## src/rtl/kcrm_params.svh

```systemverilog
/*
 * Address map, field positions, reset values and response codes of the
 * kernel control register bank.
 * Assumes inclusion by bare name from the design module.
 */
`ifndef KCRM_PARAMS_SVH
`define KCRM_PARAMS_SVH

// ***************************************************************
// Register offsets (byte addresses)
// ***************************************************************
`define KCRM_OFS_CTRL 32'h0000_0000
`define KCRM_OFS_GIE 32'h0000_0004
`define KCRM_OFS_IER 32'h0000_0008
`define KCRM_OFS_ISR 32'h0000_000C
`define KCRM_OFS_ARG0 32'h0000_0010

// ***************************************************************
// Field positions
// ***************************************************************
`define KCRM_CTRL_START_BIT 0
`define KCRM_CTRL_DONE_BIT 1
`define KCRM_IRQ_BIT 0

// ***************************************************************
// Reset values, codes and sizes
// ***************************************************************
`define KCRM_WORD_RESET 32'h0000_0000
`define KCRM_RESP_OKAY 2'h0
`define KCRM_WORD_BYTES 32'h0000_0004
`define KCRM_SLOT_WORDS_PTR 2

`endif

```

## src/rtl/kcrm_pkg.sv

```systemverilog
/*
 * Types shared by the kernel control register bank.
 * Assumes the params header is on the include path.
 */
package kcrm_pkg;
    typedef logic [31:0] kcrm_word_type;
    typedef logic [3:0] kcrm_strb_type;
endpackage : kcrm_pkg

```

## src/rtl/kcrm_regs.sv

```systemverilog
/*
 * Kernel control register bank behind an AXI4-Lite slave port.
 * Assumes one clock, a synchronous active-high reset, and a kernel that
 * pulses TASK_FINISHED_I for one cycle when its task completes.
 */
`timescale 1ns/1ns
`include "kcrm_params.svh"

module kcrm_regs
    import kcrm_pkg::*;
#(
    parameter int NUM_SCALARS = 1,
    parameter int NUM_POINTERS = 2,
    parameter int ADDR_W = 12
)
(
    input wire logic REF_CLK_I,
    input wire logic SRST_I,
    input wire logic [ADDR_W-1:0] S_AXI_AWADDR_I,
    input wire logic S_AXI_AWVALID_I,
    output logic S_AXI_AWREADY_O,
    input wire logic [31:0] S_AXI_WDATA_I,
    input wire logic [3:0] S_AXI_WSTRB_I,
    input wire logic S_AXI_WVALID_I,
    output logic S_AXI_WREADY_O,
    output logic [1:0] S_AXI_BRESP_O,
    output logic S_AXI_BVALID_O,
    input wire logic S_AXI_BREADY_I,
    input wire logic [ADDR_W-1:0] S_AXI_ARADDR_I,
    input wire logic S_AXI_ARVALID_I,
    output logic S_AXI_ARREADY_O,
    output logic [31:0] S_AXI_RDATA_O,
    output logic [1:0] S_AXI_RRESP_O,
    output logic S_AXI_RVALID_O,
    input wire logic S_AXI_RREADY_I,
    input wire logic TASK_FINISHED_I,
    output logic KERNEL_START_O,
    output logic INTERRUPT_O,
    output logic [32*(NUM_SCALARS+2*NUM_POINTERS)-1:0] ARGS_O
);

    localparam int NUM_WORDS = NUM_SCALARS + `KCRM_SLOT_WORDS_PTR * NUM_POINTERS;

    // ***************************************************************
    // Elaboration checks
    // ***************************************************************
    initial
    begin
        if (NUM_SCALARS < 0 || NUM_POINTERS < 0 || NUM_WORDS < 1)
        begin
            $error("kcrm_regs: at least one argument word is needed");
        end
        if (ADDR_W < 5 || ADDR_W > 32 || (ADDR_W < 32 && 16 + 4 * NUM_WORDS > (2 ** ADDR_W)))
        begin
            $error("kcrm_regs: address width cannot hold the map");
        end
    end

    // ***************************************************************
    // State
    // ***************************************************************
    kcrm_word_type arg_mem [NUM_WORDS];
    logic ctrl_start;
    logic ctrl_done;
    kcrm_word_type gie;
    kcrm_word_type ier;
    logic isr;
    logic aw_ready;
    logic ar_ready;
    logic wr_fire;
    logic rd_fire;
    kcrm_word_type wr_addr;
    kcrm_word_type rd_addr;
    logic isr_event;
    logic isr_clear;
    logic ctrl_read;

    // ***************************************************************
    // Decode helpers
    // ***************************************************************
    function automatic logic is_arg(input kcrm_word_type a);
        is_arg = (a >= `KCRM_OFS_ARG0) &&
                 (a < `KCRM_OFS_ARG0 + 32'(NUM_WORDS) * `KCRM_WORD_BYTES);
    endfunction : is_arg

    function automatic int arg_index(input kcrm_word_type a);
        arg_index = int'((a - `KCRM_OFS_ARG0) >> 2);
    endfunction : arg_index

    function automatic kcrm_word_type merge(input kcrm_word_type old,
                                            input kcrm_word_type data,
                                            input kcrm_strb_type strb);
        kcrm_word_type r;
        r = old;
        for (int b = 0; b < 4; b++)
        begin
            if (strb[b])
            begin
                r[8*b +: 8] = data[8*b +: 8];
            end
        end
        merge = r;
    endfunction : merge

    // Word-aligned addresses; byte offset bits are ignored
    assign wr_addr = 32'(S_AXI_AWADDR_I) & ~32'h0000_0003;
    assign rd_addr = 32'(S_AXI_ARADDR_I) & ~32'h0000_0003;
    assign wr_fire = aw_ready;
    assign rd_fire = ar_ready;
    assign isr_event = TASK_FINISHED_I && ier[`KCRM_IRQ_BIT];
    assign isr_clear = wr_fire && wr_addr == `KCRM_OFS_ISR && S_AXI_WSTRB_I[0] &&
                       S_AXI_WDATA_I[`KCRM_IRQ_BIT];
    assign ctrl_read = rd_fire && rd_addr == `KCRM_OFS_CTRL;

    // ***************************************************************
    // Write channel
    // ***************************************************************
    always_ff @(posedge REF_CLK_I)
    begin
        if (SRST_I)
        begin
            aw_ready <= 1'b0;
            S_AXI_BVALID_O <= 1'b0;
        end
        else
        begin
            aw_ready <= S_AXI_AWVALID_I && S_AXI_WVALID_I && !aw_ready && !S_AXI_BVALID_O;
            if (wr_fire)
            begin
                S_AXI_BVALID_O <= 1'b1;
            end
            else if (S_AXI_BREADY_I)
            begin
                S_AXI_BVALID_O <= 1'b0;
            end
        end
    end
    assign S_AXI_AWREADY_O = aw_ready;
    assign S_AXI_WREADY_O = aw_ready;
    assign S_AXI_BRESP_O = `KCRM_RESP_OKAY;

    // ***************************************************************
    // Argument words
    // ***************************************************************
    generate
        for (genvar i = 0; i < NUM_WORDS; i++)
        begin : g_arg
            always_ff @(posedge REF_CLK_I)
            begin
                if (SRST_I)
                begin
                    arg_mem[i] <= `KCRM_WORD_RESET;
                end
                else if (wr_fire && is_arg(wr_addr) && arg_index(wr_addr) == i)
                begin
                    arg_mem[i] <= merge(arg_mem[i], S_AXI_WDATA_I, S_AXI_WSTRB_I);
                end
            end
            // Scalars first, one word each; then pointers as low and high words
            assign ARGS_O[32*i +: 32] = arg_mem[i];
        end
    endgenerate

    // ***************************************************************
    // Control and interrupt words
    // ***************************************************************
    always_ff @(posedge REF_CLK_I)
    begin
        if (SRST_I)
        begin
            ctrl_start <= 1'b0;
            ctrl_done <= 1'b0;
        end
        else
        begin
            if (TASK_FINISHED_I)
            begin
                ctrl_start <= 1'b0;
            end
            else if (wr_fire && wr_addr == `KCRM_OFS_CTRL && S_AXI_WSTRB_I[0])
            begin
                ctrl_start <= S_AXI_WDATA_I[`KCRM_CTRL_START_BIT];
            end
            if (TASK_FINISHED_I)
            begin
                ctrl_done <= 1'b1;
            end
            else if (ctrl_read)
            begin
                ctrl_done <= 1'b0;
            end
        end
    end
    assign KERNEL_START_O = ctrl_start;

    always_ff @(posedge REF_CLK_I)
    begin
        if (SRST_I)
        begin
            gie <= `KCRM_WORD_RESET;
            ier <= `KCRM_WORD_RESET;
        end
        else if (wr_fire)
        begin
            if (wr_addr == `KCRM_OFS_GIE)
            begin
                gie <= merge(gie, S_AXI_WDATA_I, S_AXI_WSTRB_I);
            end
            if (wr_addr == `KCRM_OFS_IER)
            begin
                ier <= merge(ier, S_AXI_WDATA_I, S_AXI_WSTRB_I);
            end
        end
    end

    always_ff @(posedge REF_CLK_I)
    begin
        if (SRST_I)
        begin
            isr <= 1'b0;
            INTERRUPT_O <= 1'b0;
        end
        else
        begin
            if (isr_event)
            begin
                isr <= 1'b1;
            end
            else if (isr_clear)
            begin
                isr <= 1'b0;
            end
            INTERRUPT_O <= gie[`KCRM_IRQ_BIT] && ier[`KCRM_IRQ_BIT] && isr;
        end
    end

    // ***************************************************************
    // Read channel
    // ***************************************************************
    function automatic kcrm_word_type read_word(input kcrm_word_type a);
        kcrm_word_type r;
        r = `KCRM_WORD_RESET;
        if (a == `KCRM_OFS_CTRL)
        begin
            r[`KCRM_CTRL_START_BIT] = ctrl_start;
            r[`KCRM_CTRL_DONE_BIT] = ctrl_done;
        end
        else if (a == `KCRM_OFS_GIE)
        begin
            r = gie;
        end
        else if (a == `KCRM_OFS_IER)
        begin
            r = ier;
        end
        else if (a == `KCRM_OFS_ISR)
        begin
            r[`KCRM_IRQ_BIT] = isr;
        end
        else if (is_arg(a))
        begin
            r = arg_mem[arg_index(a)];
        end
        read_word = r;
    endfunction : read_word

    always_ff @(posedge REF_CLK_I)
    begin
        if (SRST_I)
        begin
            ar_ready <= 1'b0;
            S_AXI_RVALID_O <= 1'b0;
            S_AXI_RDATA_O <= `KCRM_WORD_RESET;
        end
        else
        begin
            ar_ready <= S_AXI_ARVALID_I && !ar_ready && !S_AXI_RVALID_O;
            if (rd_fire)
            begin
                S_AXI_RVALID_O <= 1'b1;
                S_AXI_RDATA_O <= read_word(rd_addr);
            end
            else if (S_AXI_RREADY_I)
            begin
                S_AXI_RVALID_O <= 1'b0;
            end
        end
    end
    assign S_AXI_ARREADY_O = ar_ready;
    assign S_AXI_RRESP_O = `KCRM_RESP_OKAY;

    // ***************************************************************
    // Assertions
    // ***************************************************************
    AST_IRQ_GATED: assert property (@(posedge REF_CLK_I) disable iff (SRST_I)
        INTERRUPT_O |-> $past(gie[0]) && $past(ier[0]) && $past(isr))
        else $error("interrupt raised without both enables");
    AST_GIE_OFF: assert property (@(posedge REF_CLK_I) disable iff (SRST_I)
        !gie[0] [*2] |-> !INTERRUPT_O)
        else $error("interrupt while global enable off");
    AST_ISR_SET: assert property (@(posedge REF_CLK_I) disable iff (SRST_I)
        TASK_FINISHED_I && ier[0] |=> isr)
        else $error("enabled completion not pending");
    AST_ISR_MASKED: assert property (@(posedge REF_CLK_I) disable iff (SRST_I)
        !isr && !(TASK_FINISHED_I && ier[0]) |=> !isr)
        else $error("status set without enabled event");
    AST_ISR_CLEAR: assert property (@(posedge REF_CLK_I) disable iff (SRST_I)
        isr && isr_clear && !TASK_FINISHED_I |=> !isr)
        else $error("status not cleared by write of one");
    AST_ISR_STICKY: assert property (@(posedge REF_CLK_I) disable iff (SRST_I)
        isr && !isr_clear |=> isr)
        else $error("status dropped without clear");
    AST_RD_RESERVED: assert property (@(posedge REF_CLK_I) disable iff (SRST_I)
        rd_fire && rd_addr > `KCRM_OFS_ISR && !is_arg(rd_addr) |=> S_AXI_RDATA_O == 32'h0)
        else $error("reserved offset read not zero");
    AST_ARG_WRITE: assert property (@(posedge REF_CLK_I) disable iff (SRST_I)
        wr_fire && wr_addr == `KCRM_OFS_ARG0 && S_AXI_WSTRB_I == 4'hF
        |=> arg_mem[0] == $past(S_AXI_WDATA_I))
        else $error("first argument word not written");
    AST_B_AFTER_W: assert property (@(posedge REF_CLK_I) disable iff (SRST_I)
        wr_fire |=> S_AXI_BVALID_O && S_AXI_BRESP_O == `KCRM_RESP_OKAY)
        else $error("write not answered with OKAY");
    AST_CTRL_READ: assert property (@(posedge REF_CLK_I) disable iff (SRST_I)
        ctrl_read |=> S_AXI_RDATA_O[0] == $past(ctrl_start) && S_AXI_RDATA_O[31:2] == 30'h0)
        else $error("control word read wrong");

endmodule : kcrm_regs

```

## config.mk

```make
export PLATFORM = sky130hd
export DESIGN_NAME = kcrm_regs
export DESIGN_NICKNAME = d
export VERILOG_FILES = /design/src/rtl/kcrm_pkg.sv /design/src/rtl/kcrm_regs.sv
export VERILOG_INCLUDE_DIRS = /design/src /design/src/rtl
export SDC_FILE = /design/constraint.sdc
export NUM_CORES = 1
export LEC_CHECK = 0
export ABC_AREA = 1
export BUFFER_PORTS_ARGS = -buffer_cell sky130_fd_sc_hd__buf_2
export CAP_MARGIN = 20
export CORE_MARGIN = 4
export CORE_UTILIZATION = 60
export DETAILED_ROUTE_END_ITERATION = 7
export PLACE_DENSITY = 0.95
export SYNTH_ARGS = -nofsm -noshare
export SYNTH_HDL_FRONTEND = slang
export SYNTH_SLANG_ARGS = --single-unit
```

## constraint.sdc

```tcl
create_clock -name REF_CLK_I -period 4 [get_ports REF_CLK_I]
set_input_delay 0.4 -clock REF_CLK_I [delete_from_list [all_inputs] [get_ports REF_CLK_I]]
set_output_delay 0.4 -clock REF_CLK_I [all_outputs]
set_load 0.02 [all_outputs]
```

; After elaboration in Yosys (flattened, before gate mapping)
; Memories as Yosys holds them, arrays and structs flattened.
; Index checks and enable logic that the tools add are counted.
[word_totals]
reg_bits = 104
mem_bits_rw = 160
in_bits = 68
out_inout_bits = 203
memories = 1
[mem_list]
columns = memory, depth, width, rd, rd_clocked_by_memory_dff, write_ports, line_no
row1 = arg_mem, 5, 32, 6, 0, 5, kcrm_regs.sv:62  ; kcrm_word_type arg_mem [NUM_WORDS];
[op_classes]
addsub = 2
magnitude_cmp = 4
n_eq_ne = 10
mux = 97
bitwise_logic = 5
n_reduce_logical = 42
[op_table]
columns = operator, count
row1 = 8-bit two-way mux, 60
row2 = 32-bit two-way mux, 8
row3 = 32-bit zero test, 3
row4 = 10-bit by 2-bit equality test with 1-bit output (second input constant), 4
row5 = 31-bit two-way mux, 1
row6 = 30-bit two-way mux, 1
row7 = 1-bit two-way mux, 26
row8 = 12-bit by 5-bit >= comparator with 1-bit output (second input constant), 2
row9 = 12-bit by 6-bit less-than comparator with 1-bit output (second input constant), 2
row10 = 3-bit AND reduction, 8
row11 = 11-bit by 3-bit equality test with 1-bit output (second input constant), 2
row12 = 1-bit logical AND, 22
row13 = 10-bit by 1-bit equality test with 1-bit output (second input constant), 2
row14 = 12-bit by 5-bit subtractor with 13-bit output (second input constant), 1
row15 = 11-bit by 2-bit equality test with 1-bit output (second input constant), 1
row16 = 11-bit by 4-bit equality test with 1-bit output (second input constant), 1
row17 = 2-bit nonzero test, 4
row18 = 1-bit bitwise OR, 5
row19 = 5-bit subtractor (second input constant), 1
row20 = 1-bit zero test, 4
row21 = 2-bit two-way mux, 1
row22 = 2-bit OR reduction, 1

; Depth between registers and ports, before layout
; Gate-level depths: netlist of the first run.
[logic_depth]
ltp_word = 8
depth_mapped = 14

; Worst setup path after synthesis of the first run
; No wires, ideal clock.
[synth_timing]
path_kind = register -> register
startpoint = reg aw_ready, in the netlist S_AXI_AWREADY_O
endpoint = mem arg_mem[4][0] (netlist bit) (enable)
setup_time_ns = 0.384
t_arrival_ns = 1.836
required_ns = 3.616
slack_ns = 1.780
stages_incl_launch_ff = 6
path_buffers = 1
period_less_slack_ns = 2.220
path_cell_list = dfxtp_1 > clkbuf_2 > nand3_1 > nor4_2 > nand4_1 > o21ai_0
[synth_rtl]
columns = item, line_no
row1 = "start, declared", kcrm_regs.sv:68  ; logic aw_ready;
row2 = "start signal, assigned", kcrm_regs.sv:127  ; aw_ready <= S_AXI_AWVALID_I && S_AXI_WVALID_I && !aw_ready && !S_AXI_BVALID_O;
row3 = "end, declared", kcrm_regs.sv:62

; Worst setup path after layout of the first run
[layout_timing]
startpoint = in S_AXI_ARADDR_I[2]
endpoint = reg S_AXI_RDATA_O[25]
[layout_between]
elab_chain_len = 7
word_cells_on_any_way = 14
classes_between = 1 x add/sub / 2 x order compare / 3 x eq/ne / 5 x mux / 2 x reduce/logical / 1 x memory
[layout_rtl]
columns = item, line_no
row1 = "start, declared", kcrm_regs.sv:29  ; input wire logic [ADDR_W-1:0] S_AXI_ARADDR_I,
row2 = 5-bit subtractor (no source line) (tied with other cells), --
row3 = memory read 5 x 32 bit or 1-bit logical AND (tied branches), --
row4 = 32-bit two-way mux, kcrm_regs.sv:260  ; else if (is_arg(a))
row5 = 31-bit two-way mux, kcrm_regs.sv:256  ; else if (a == `KCRM_OFS_ISR)
row6 = 32-bit two-way mux, kcrm_regs.sv:252  ; else if (a == `KCRM_OFS_IER)
row7 = 32-bit two-way mux, kcrm_regs.sv:248  ; else if (a == `KCRM_OFS_GIE)
row8 = 30-bit two-way mux (*), kcrm_regs.sv:243  ; if (a == `KCRM_OFS_CTRL)
row9 = "end signal, assigned", kcrm_regs.sv:273  ; S_AXI_RDATA_O <= `KCRM_WORD_RESET;
row10 = "end signal, assigned", kcrm_regs.sv:281  ; S_AXI_RDATA_O <= read_word(rd_addr);
row11 = "end, declared", kcrm_regs.sv:32  ; output logic [31:0] S_AXI_RDATA_O,
; Mark *: on every way between the ends. The rest lies on a longest branch, timed or not.
; A chain may end at the register's enable or synchronous reset.

==> metrics.md, run 1 <==
| Metric | Value |
|---|---|
| Outcome | complete, no violations |
| Setup bufs post-CTS | 0 |
| Layout cells sized above 1 | 0.333 |
| Global-route wire length before repair | 59.3 mm |
| Clk_lat worst skew | 0.55 ns |
| Design Power | 6.15 mW |
| Worst-case hold path end point | S_AXI_BVALID_O$_SDFFE_PP0P_ |
| # resized after CTS | 0 |
| Reg2Reg Setup Slack | 1.63 ns |
| IR Drop Worst-Case VDD | 0.349 mV |
| Final non-filler cell total | 1938 |
| CTS Sinks | 264 |
| Arrival @ worst endpoint | 2.88 ns |
| Die Y-Extent | 155 um |
| Via Count | 11400 |
| RSZ-0062 raised after global routing | no |
| CTS Hold Bufs | 0 |
| Ys Warns | 0 |
| Initial core utilization | 0.612 |
| Gp weighted congestion | 0.945 |
| Root buffer cell | clkbuf_16 |
| CTS buffer count | 27 |
| Post-place setup slack | 1.07 ns |
| Total gr overflow | 0 |
| Cell Rows | 53 |
| Vias in the first global route | 10800 |
| Placed Cells | 1883 |
| Fmax | 399 MHz |
| CTS tree | yes |
| DIE AREA | 23900 sq um |
| Largest net degree at the start of global routing | 88 |
| Crit start category | primary input |
| HP Class | primary input to flop |
| Combined area of the multi-input logic cells | 5020 sq um |
| Worst-margin pin slew | 1.10 ns |
| Setup TNS | 0 ns |
| CORE AREA | 21100 sq um |
| Setup ws final | 1.49 ns |
| Worst r2r src | S_AXI_AWREADY_O$_SDFF_PP0_ |
| H-tree depth reported by CTS | 1 |
| LEAKAGE | 6.20 nW |
| Clock slew at the register clock pins of the worst setup and hold paths | 0.07 ns |
| Mapped cell area | 12900 sq um |
| DR pass1 iterations | 6 |
| Hpwl dp | 27.8 mm |
| Post-route ant nets | 0 |
| Max cap viols | 0 |
| Final Hold Viols | 0 |
| Worst hold slack | 0.0439 ns |
| Max transition margin | 0.264 |
| Syn avg cell area | 9.12 sq um |
| Most frequent cells in the layout | buf_2 (262), nand2_1 (204), edfxtp_1 (160), nor2_1 (157), inv_1 (140) |
| Worst flop-to-flop path endpoint | arg_mem[2][24]$_SDFFCE_PN0P_ |
| Clk buf depth | 3 |
| Final Skew | 0.0187 ns |
| Total wire length | 39.8 mm |
| Die Width | 155 um |
| Final slew viol count | 0 |
| Drt first-iter violations | 1572 |
| GRT Util Overall | 0.317 |
| Synthesis-to-layout area growth | 18.1% |
| CP max FO | 35 |
| I/O Pins | 271 |
| Final worst-path cycle share | 0.627 |
| Setup Crit Path Kind | primary input to flop |
| Crit. End Element | flop |
| Cell variety after synth | 35 |
| Fillers | 1466 |
| CP required | 4.37 ns |
| Hold Startpoint | S_AXI_BREADY_I |
| Port Buf Inserts | 262 |
| Leading cell type in the layout, fill and taps excluded | buf_2 |
| Post-Syn Instances | 1416 |
| Final Critical Period | 2.51 ns |
| Vias/cell | 5.86 |
| Antenna violations before repair | 4 |
| Worst R2R Path Depth | 6 |
| WL/cell | 20.5 um |
| Layout Nets | 1706 |
| # setup viols final | 0 |
| Pwr dens | 404 nW/um^2 |
| Hold Path Stages | 2 |
| DRC | 0 |
| Seq/Total Area, Yosys | 0.533 |
| Yosys reg bits | 264 |
| Register area | 6890 sq um |
[worst max-delay path by stage]
stage | from | endpoint | slack, ns | depth (start not counted)
final | S_AXI_ARADDR_I[2] | S_AXI_RDATA_O[25]$_SDFFE_PP0P_ | 1.49 | 8
after global placement | S_AXI_ARADDR_I[2] | S_AXI_RDATA_O[25]$_SDFFE_PP0P_ | 1.13 | 8
after CTS | S_AXI_ARADDR_I[2] | S_AXI_RDATA_O[25]$_SDFFE_PP0P_ | 1.63 | 8
after global routing | S_AXI_ARADDR_I[2] | S_AXI_RDATA_O[16]$_SDFFE_PP0P_ | 1.42 | 8
after detailed placement | S_AXI_ARADDR_I[2] | S_AXI_RDATA_O[25]$_SDFFE_PP0P_ | 1.07 | 8
after floorplan | S_AXI_AWREADY_O$_SDFF_PP0_ | arg_mem[4][0]$_SDFFCE_PN0P_ | 1.78 | 5
[per-layer routing]
metal / global-route usage / routed length [um] / vias up / part of all wire
met5: 0 / 12 / - / 0.00030
met4: 0.158 / 2120 / 2 / 0.053
met3: 0.0518 / 4070 / 136 / 0.10
met2: 0.555 / 20000 / 747 / 0.50
met1: 0.380 / 13600 / 5342 / 0.34
li1: - / - / 5132 / -
[state kept, by name, summed over array words and instances, names as in the netlist, 32 cells and up]
name and flops:
arg_mem 160, S_AXI_RDATA_O 32, gie 32, ier 32
[area by class of cell]
cell class,count,share of cell area
inverters,151,0.0372
clock buffers,29,0.0448
diodes,4,0.000656
repair buffers,286,0.0999
well taps,275,0.0226
clock inverters,21,0.0140
multi-input cells,908,0.329
flip-flops and latches,264,0.452
[cells by family after synthesis]
| kind of cell | share of synthesized area |
|---|---|
| buffers and inverters | 0.0805 |
| AO/OA/AOI/OAI | 0.108 |
| other | 0.000290 |
| AND/OR/NAND/NOR | 0.278 |
| flip-flops | 0.533 |
[power by group]
part	total [mW]	leakage [nW]	switching [mW]	internal (mW)
logic	0.593	3.31	0.436	0.157
clock network	2.57	0.430	1.08	1.50
registers	2.99	2.46	0.0453	2.94
[stage by stage]
step	instance area, sq um	utilization
floorplan	12900	-
global placement	14300	0.679
detailed placement	14300	0.679
CTS	15200	0.722
global route	15200	0.723
finish	15300	0.723
[cell usage after synthesis, drive strengths merged]
| cell type | count | area share |
|---|---|---|
| o211ai | 30 | 0.017 |
| edfxtp | 160 | 0.37 |
| nand3 | 45 | 0.020 |
| nand2 | 208 | 0.061 |
| o31ai | 1 | 0.00097 |
| or2 | 89 | 0.043 |
| a211oi | 1 | 0.00058 |
| clkbuf | 49 | 0.014 |
| nand4 | 4 | 0.0019 |
| o22ai | 2 | 0.00097 |
| o21bai | 1 | 0.00058 |
| o221ai | 1 | 0.00068 |
| a21oi | 126 | 0.049 |
| inv | 151 | 0.044 |
| nor2 | 164 | 0.050 |
| dfxtp | 104 | 0.16 |
| o21ai | 97 | 0.038 |
| nor3 | 132 | 0.098 |
| buf | 47 | 0.022 |
| nor4 | 3 | 0.0043 |
| conb | 1 | 0.00029 |
[critical path, cell delays in order]
cell and delay [ns]:
buf_2 0.59, nand2_1 0.49, inv_2 0.18, nand2_1 0.37
inv_2 0.52, a21oi_1 0.13, nand2_1 0.11, a21oi_1 0.07
Power figures use the tool's default switching activity.
==> inputs of run 2 (changes only) <==
--- a/config.mk
+++ b/config.mk
@@ -10,9 +10,9 @@
 export BUFFER_PORTS_ARGS = -buffer_cell sky130_fd_sc_hd__buf_2
 export CAP_MARGIN = 20
 export CORE_MARGIN = 4
-export CORE_UTILIZATION = 60
+export CORE_UTILIZATION = 55
 export DETAILED_ROUTE_END_ITERATION = 7
-export PLACE_DENSITY = 0.95
+export PLACE_DENSITY = 0.91
 export SYNTH_ARGS = -nofsm -noshare
 export SYNTH_HDL_FRONTEND = slang
 export SYNTH_SLANG_ARGS = --single-unit
==> constraint.sdc (replaced) <==
create_clock -name REF_CLK_I -period 2.52 [get_ports REF_CLK_I]
set_input_delay 0.252 -clock REF_CLK_I [delete_from_list [all_inputs] [get_ports REF_CLK_I]]
set_output_delay 0.252 -clock REF_CLK_I [all_outputs]
set_load 0.02 [all_outputs]
==> metrics.md, run 2 (synthesized netlist as in run 1, its figures left out) <==
| Metric | Value |
|---|---|
| Final slew viol count | 0 (unchanged) |
| Antenna violations before repair | 7 (+3) |
| Post-route ant nets | 0 (unchanged) |
| CORE AREA | 22800 sq um (+8.3%) |
| Port Buf Inserts | 262 (unchanged) |
| Worst-margin pin slew | 0.808 ns (-0.294 ns) |
| Hpwl dp | 29.3 mm (+5.3%) |
| Largest stage delay on the critical path | 0.54 ns (-0.05 ns) |
| Final Util | 0.676 (-0.0471) |
| Largest net degree at the start of global routing | 88 (unchanged) |
| Pwr dens | 636 nW/um^2 (+58%) |
| CTS tree | yes |
| DR pass1 iterations | 5 (-1) |
| I/O Pins | 271 (unchanged) |
| RSZ-0062 raised after global routing | no |
| Vias in the first global route | 11200 (+3.4%) |
| Clk_lat worst skew | 0.54 ns (about the same) |
| Arrival @ worst endpoint | 2.54 ns (-0.34 ns) |
| Fmax | 425 MHz |
| CP max-delay cell | dfxtp_1 |
| Layout cells sized above 1 | 0.337 (+0.00458) |
| Die Width | 161 um (+4.2%) |
| Leading cell type in the layout, fill and taps excluded | buf_2 |
| Initial core utilization | 0.565 (-0.0471) |
| Final Critical Period | 2.35 ns |
| Global-route wire length before repair | 61.2 mm (+3.2%) |
| GRT Util Overall | 0.301 (-0.0165) |
| HP Class | primary input to flop |
| Total gr overflow | 0 (unchanged) |
| Crit start category | flop |
| LEAKAGE | 6.30 nW (+1.6%) |
| Clock slew at the register clock pins of the worst setup and hold paths | 0.06 ns (about the same) |
| CTS Sinks | 264 (unchanged) |
| Crit-path cells | inv_1, a21oi_1, nand4_1, nor2_1, nand2_1, nand2_1 |
| CTS buffer count | 28 (+3.7%) |
| CP max FO | 10 (-71%) |
| Final worst-path cycle share | 0.934 |
| Root buffer cell | clkbuf_16 |
| DIE AREA | 26000 sq um (+8.6%) |
| Outcome | complete, no violations |
| Gp weighted congestion | 0.918 (-2.8%) |
| Synthesis-to-layout area growth | 19.6% |
| Final Skew | 0.00923 ns (-0.00950 ns) |
| Total wire length | 40.3 mm (+1.3%) |
| # setup viols final | 0 (unchanged) |
| Setup Crit Path Kind | flop to flop |
| Max cap viols | 0 (unchanged) |
| Final Hold Viols | 0 (unchanged) |
| Largest Register | arg_mem |
| H-tree depth reported by CTS | 1 (unchanged) |
| Layout Nets | 1721 (+0.88%) |
| DRC | 0 (unchanged) |
| Crit-path most repeated cell | nand2_1 |
| Max transition margin | 0.461 (+0.197) |
| Setup bufs post-CTS | 0 (unchanged) |
| Vias/cell | 5.70 (-2.8%) |
| Number of flip-flops in the largest register | 160 (unchanged) |
| Most frequent cells in the layout | buf_2 (262), nand2_1 (204), edfxtp_1 (160), nor2_1 (157), inv_1 (140) |
| Cell Rows | 55 (+3.8%) |
| Setup TNS | 0 ns (unchanged) |
| Die Y-Extent | 161 um (+4.2%) |
| Drt first-iter violations | 1295 (-18%) |
| Crit. End Element | flop |
| WL/cell | 20.2 um (-1.4%) |
| IR Drop Worst-Case VDD | 0.613 mV (+76%) |
| Clk buf depth | 3 (unchanged) |
| Via Count | 11300 (-0.097%) |
| CP required | 2.71 ns (-1.66 ns) |
[run 2: changes by cell type in the layout (fill, tap and decap cells not counted), moves of 3 or more]
| cell | change |
|---|---|
| buf_4 | +9 |
| bufinv_16 | -4 |
| clkbuf_1 | +3 |
| clkbuf_16 | +3 |
| clkbuf_8 | +9 |
| clkinv_1 | -6 |
| dlygate4sd3_1 | +6 |
[run 2: worst paths after layout]
path | from | to | slack (ns) | cells past startpoint
hold / removal | S_AXI_WDATA_I[29] | gie[29]$_SDFFE_PP0P_ | 0.02 | 3
setup reg to reg | S_AXI_AWREADY_O$_SDFF_PP0_ | arg_mem[3][3]$_SDFFCE_PN0P_ | 0.17 | 6
hold reg to reg | ier[15]$_SDFFE_PP0P_ | ier[15]$_SDFFE_PP0P_ | 0.45 | 2
setup / recovery | S_AXI_AWREADY_O$_SDFF_PP0_ | arg_mem[3][3]$_SDFFCE_PN0P_ | 0.17 | 6
[run 2: layout make-up]
class                   count  area (sq um)
diodes                      3          7.51
inverters                 151           567
clock inverters             6          32.5
repair buffers            300          1640
clock buffers              46           903
flip-flops and latches    264          6890
well taps                 313           392
multi-input cells         908          5020
fillers                  1757          7400
[run 2: what timing repair did]
item                                    CTS  global route
endpoints found under the hold margin     5             0
resized for setup                         0             0
endpoints found under the setup margin    0            30
hold buffers                              6             0
[run 2: layer usage]
layer / vias up / share of wire / track usage
met5: - / 0.0011 / 0
met4: 8 / 0.047 / 0.130
met3: 126 / 0.097 / 0.0569
met2: 704 / 0.51 / 0.533
met1: 5340 / 0.35 / 0.358
li1: 5170 / - / -
[run 2: per-stage QoR]
stage	instances	total power [mW]	area, sq um	setup WS, ns	hold slack [ns]
after global placement	1930	5.73	14400	0.311	0.423
final	1991	9.82	15400	0.167	0.0205
after detailed placement	1930	5.76	14400	0.205	0.440
after CTS	1988	9.82	15400	0.232	0.00358
after global routing	1991	10.1	15400	0.0175	0.0314
after floorplan	1419	5.38	12900	0.300	0.346
[run 2: where the power goes]
group	switching, mW	total (mW)	internal (mW)
logic	0.689	0.948	0.258
clock network	1.69	4.13	2.44
registers	0.0766	4.75	4.67
[run 2: worst max-delay path, delay by kind of cell, from the launching register on]
kind            cells  cell delay, ns
simple gates        4            1.14
flops               1            0.54
buf+inv             1            0.16
compound gates      1            0.15
==> inputs of run 3 (changes only) <==
--- a/config.mk
+++ b/config.mk
@@ -12,7 +12,9 @@
 export CORE_MARGIN = 4
 export CORE_UTILIZATION = 55
 export DETAILED_ROUTE_END_ITERATION = 7
+export MAX_ROUTING_LAYER = met4
 export PLACE_DENSITY = 0.91
+export RECOVER_POWER = 100
 export SYNTH_ARGS = -nofsm -noshare
 export SYNTH_HDL_FRONTEND = slang
 export SYNTH_SLANG_ARGS = --single-unit
==> metrics.md, run 3 (synthesized netlist as in run 1, its figures left out) <==
| Metric | Value |
|---|---|
| Outcome | complete, but fails checks |
| Failing checks | max-capacitance violations, max-slew violations |
| Die Y-Extent | 161 um (unchanged) |
| Fillers | 1990 (+13%) |
| Global-route wire length before repair | 60.7 mm (-0.86%) |
| Setup Crit Path Kind | primary input to flop |
| Pwr dens | 674 nW/um^2 (+6.0%) |
| Die Width | 161 um (unchanged) |
| DIE AREA | 26000 sq um (unchanged) |
| Switch Pwr | 2.39 mW (-2.5%) |
| Crit start category | primary input |
| I/O Pins | 271 (unchanged) |
| # setup viols final | 0 (unchanged) |
| Vias in the first global route | 10900 (-2.2%) |
| Design Power | 9.80 mW (-0.23%) |
| HP Class | primary input to flop |
| CTS buffer count | 27 (-3.6%) |
| IR Drop Worst-Case VDD | 0.647 mV (+5.7%) |
| Max transition margin | -0.0461 (-0.507) |
| Final Critical Period | 2.26 ns (-0.0882 ns) |
| # resized after CTS | 0 (unchanged) |
| Final Hold Viols | 0 (unchanged) |
| CP required | 2.60 ns (-0.11 ns) |
| Max cap viols | 1 (+1) |
| CTS tree | yes |
| Clock slew at the register clock pins of the worst setup and hold paths | 0.06 ns (about the same) |
| DR pass1 iterations | 6 (+1) |
| Hpwl dp | 29.2 mm (-0.30%) |
| Via Count | 11300 (-0.72%) |
| Clock power frac | 0.424 (+0.004) |
| CORE AREA | 22800 sq um (unchanged) |
| H-tree depth reported by CTS | 1 (unchanged) |
| Leading cell type in the layout, fill and taps excluded | clkbuf_1 |
| Area post-placement | 14500 sq um (about the same) |
| Placed Cells | 1931 (+0.052%) |
| Setup TNS | 0 ns (unchanged) |
| Switching share of power | 0.244 (-0.00579) |
| Synthesis-to-layout area growth | 12.6% |
| Arrival @ worst endpoint | 2.35 ns (-0.19 ns) |
| Vias/cell | 5.65 (-0.87%) |
| LEAKAGE | 5.50 nW (-13%) |
| Sequential power share | 0.485 (+0.002) |
| Most frequent cells in the layout | clkbuf_1 (209), nand2_1 (205), edfxtp_1 (160), nor2_1 (158), inv_1 (142) |
| CTS Sinks | 264 (unchanged) |
| Port Buf Inserts | 262 (unchanged) |
| Final non-filler cell total | 1994 (+0.15%) |
| WL/cell | 20.4 um (+0.90%) |
| Final slew viol count | 88 (+88) |
| Largest Register | arg_mem |
| GRT Util Overall | 0.309 (+0.00794) |
| Final worst-path cycle share | 0.899 (-0.0350) |
| CP max FO | 87 (+77) |
| Final instance area | 14500 sq um (-5.9%) |
| Internal | 7.41 mW (+0.54%) |
| Logic gate share of total power | 0.091 (-0.005) |
| Clk buf depth | 3 (unchanged) |
| Final Util | 0.636 (-0.0397) |
| Total wire length | 40.7 mm (+1.1%) |
| Root buffer cell | clkbuf_16 |
| Post-route ant nets | 0 (unchanged) |
| Number of flip-flops in the largest register | 160 (unchanged) |
| Layout Nets | 1723 (+0.12%) |
| Layout cells sized above 1 | 0.136 (-0.201) |
| RSZ-0062 raised after global routing | no |
| Fmax | 442 MHz (+3.9%) |
| Largest net degree at the start of global routing | 129 (+47%) |
| DRC | 0 (unchanged) |
| Crit. End Element | flop |
| Drt first-iter violations | 1255 (-3.1%) |
| Final Skew | 0.00728 ns (-0.00194 ns) |
| Clk_lat worst skew | 0.53 ns (about the same) |
| Total gr overflow | 0 (unchanged) |
| Initial core utilization | 0.565 (unchanged) |
| Gp weighted congestion | 0.931 (+1.4%) |
| Worst-margin pin slew | 1.57 ns (+0.761 ns) |
| Cell Rows | 55 (unchanged) |
| Antenna violations before repair | 5 (-2) |
==> run 3: repair_timing <==
item | CTS | global route
hold buffers | 8 | 0
setup buffers | 0 | 0
hold endpoints to repair | 5 | 0
==> run 3: power by group through the flow <==
stage                     registers (mW)  clock network (mW)  logic, mW
after CTS                           4.74                4.15      0.946
after global routing                4.76                4.33      0.951
final                               4.75                4.16      0.891
after floorplan                     4.95                   0      0.429
after detailed placement            4.83                   0      0.930
after global placement              4.83                   0      0.907
==> run 3: worst paths after layout <==
path                                                  from  cells after the start                            to  slack, ns
worst min register to register        ier[10]$_SDFFE_PP0P_                      2          ier[10]$_SDFFE_PP0P_       0.45
worst min-delay path                      S_AXI_WDATA_I[8]                      3           ier[8]$_SDFFE_PP0P_       0.03
worst max register to register  S_AXI_AWREADY_O$_SDFF_PP0_                      5  arg_mem[4][25]$_SDFFCE_PN0P_       0.29
worst max-delay path                                SRST_I                      4  arg_mem[0][18]$_SDFFCE_PN0P_       0.26
==> run 3: cell type report <==
type,instances,area [sq um],share of cell area
clock inverters,10,120,0.00826
well taps,313,392,0.0269
clock buffers,39,802,0.0552
flip-flops and latches,264,6890,0.474
inverters,151,567,0.0390
multi-input cells,908,4380,0.301
diodes,6,15.0,0.00103
repair buffers,303,1380,0.0947
==> run 3: per-layer routing <==
layer	wire [um]	GRT usage	part of all wire	vias to the layer above
li1	-	-	-	5188
met1	14400	0.359	0.35	5287
met2	20500	0.531	0.50	672
met3	3950	0.0510	0.097	119
met4	1850	0.135	0.045	0
met5	0	-	0	-
==> run 3: critical path, cell delays in order <==
cell and delay [ns]:
buf_2 0.14, inv_2 0.06, clkbuf_2 1.13, nand2_1 0.74
==> run 3: through the flow <==
stage               worst slack, ns  hold slack [ns]
floorplan                     0.300            0.346
global placement              0.340            0.430
detailed placement            0.230            0.440
CTS                           0.425           0.0223
global route                  0.146           0.0525
finish                        0.256           0.0289
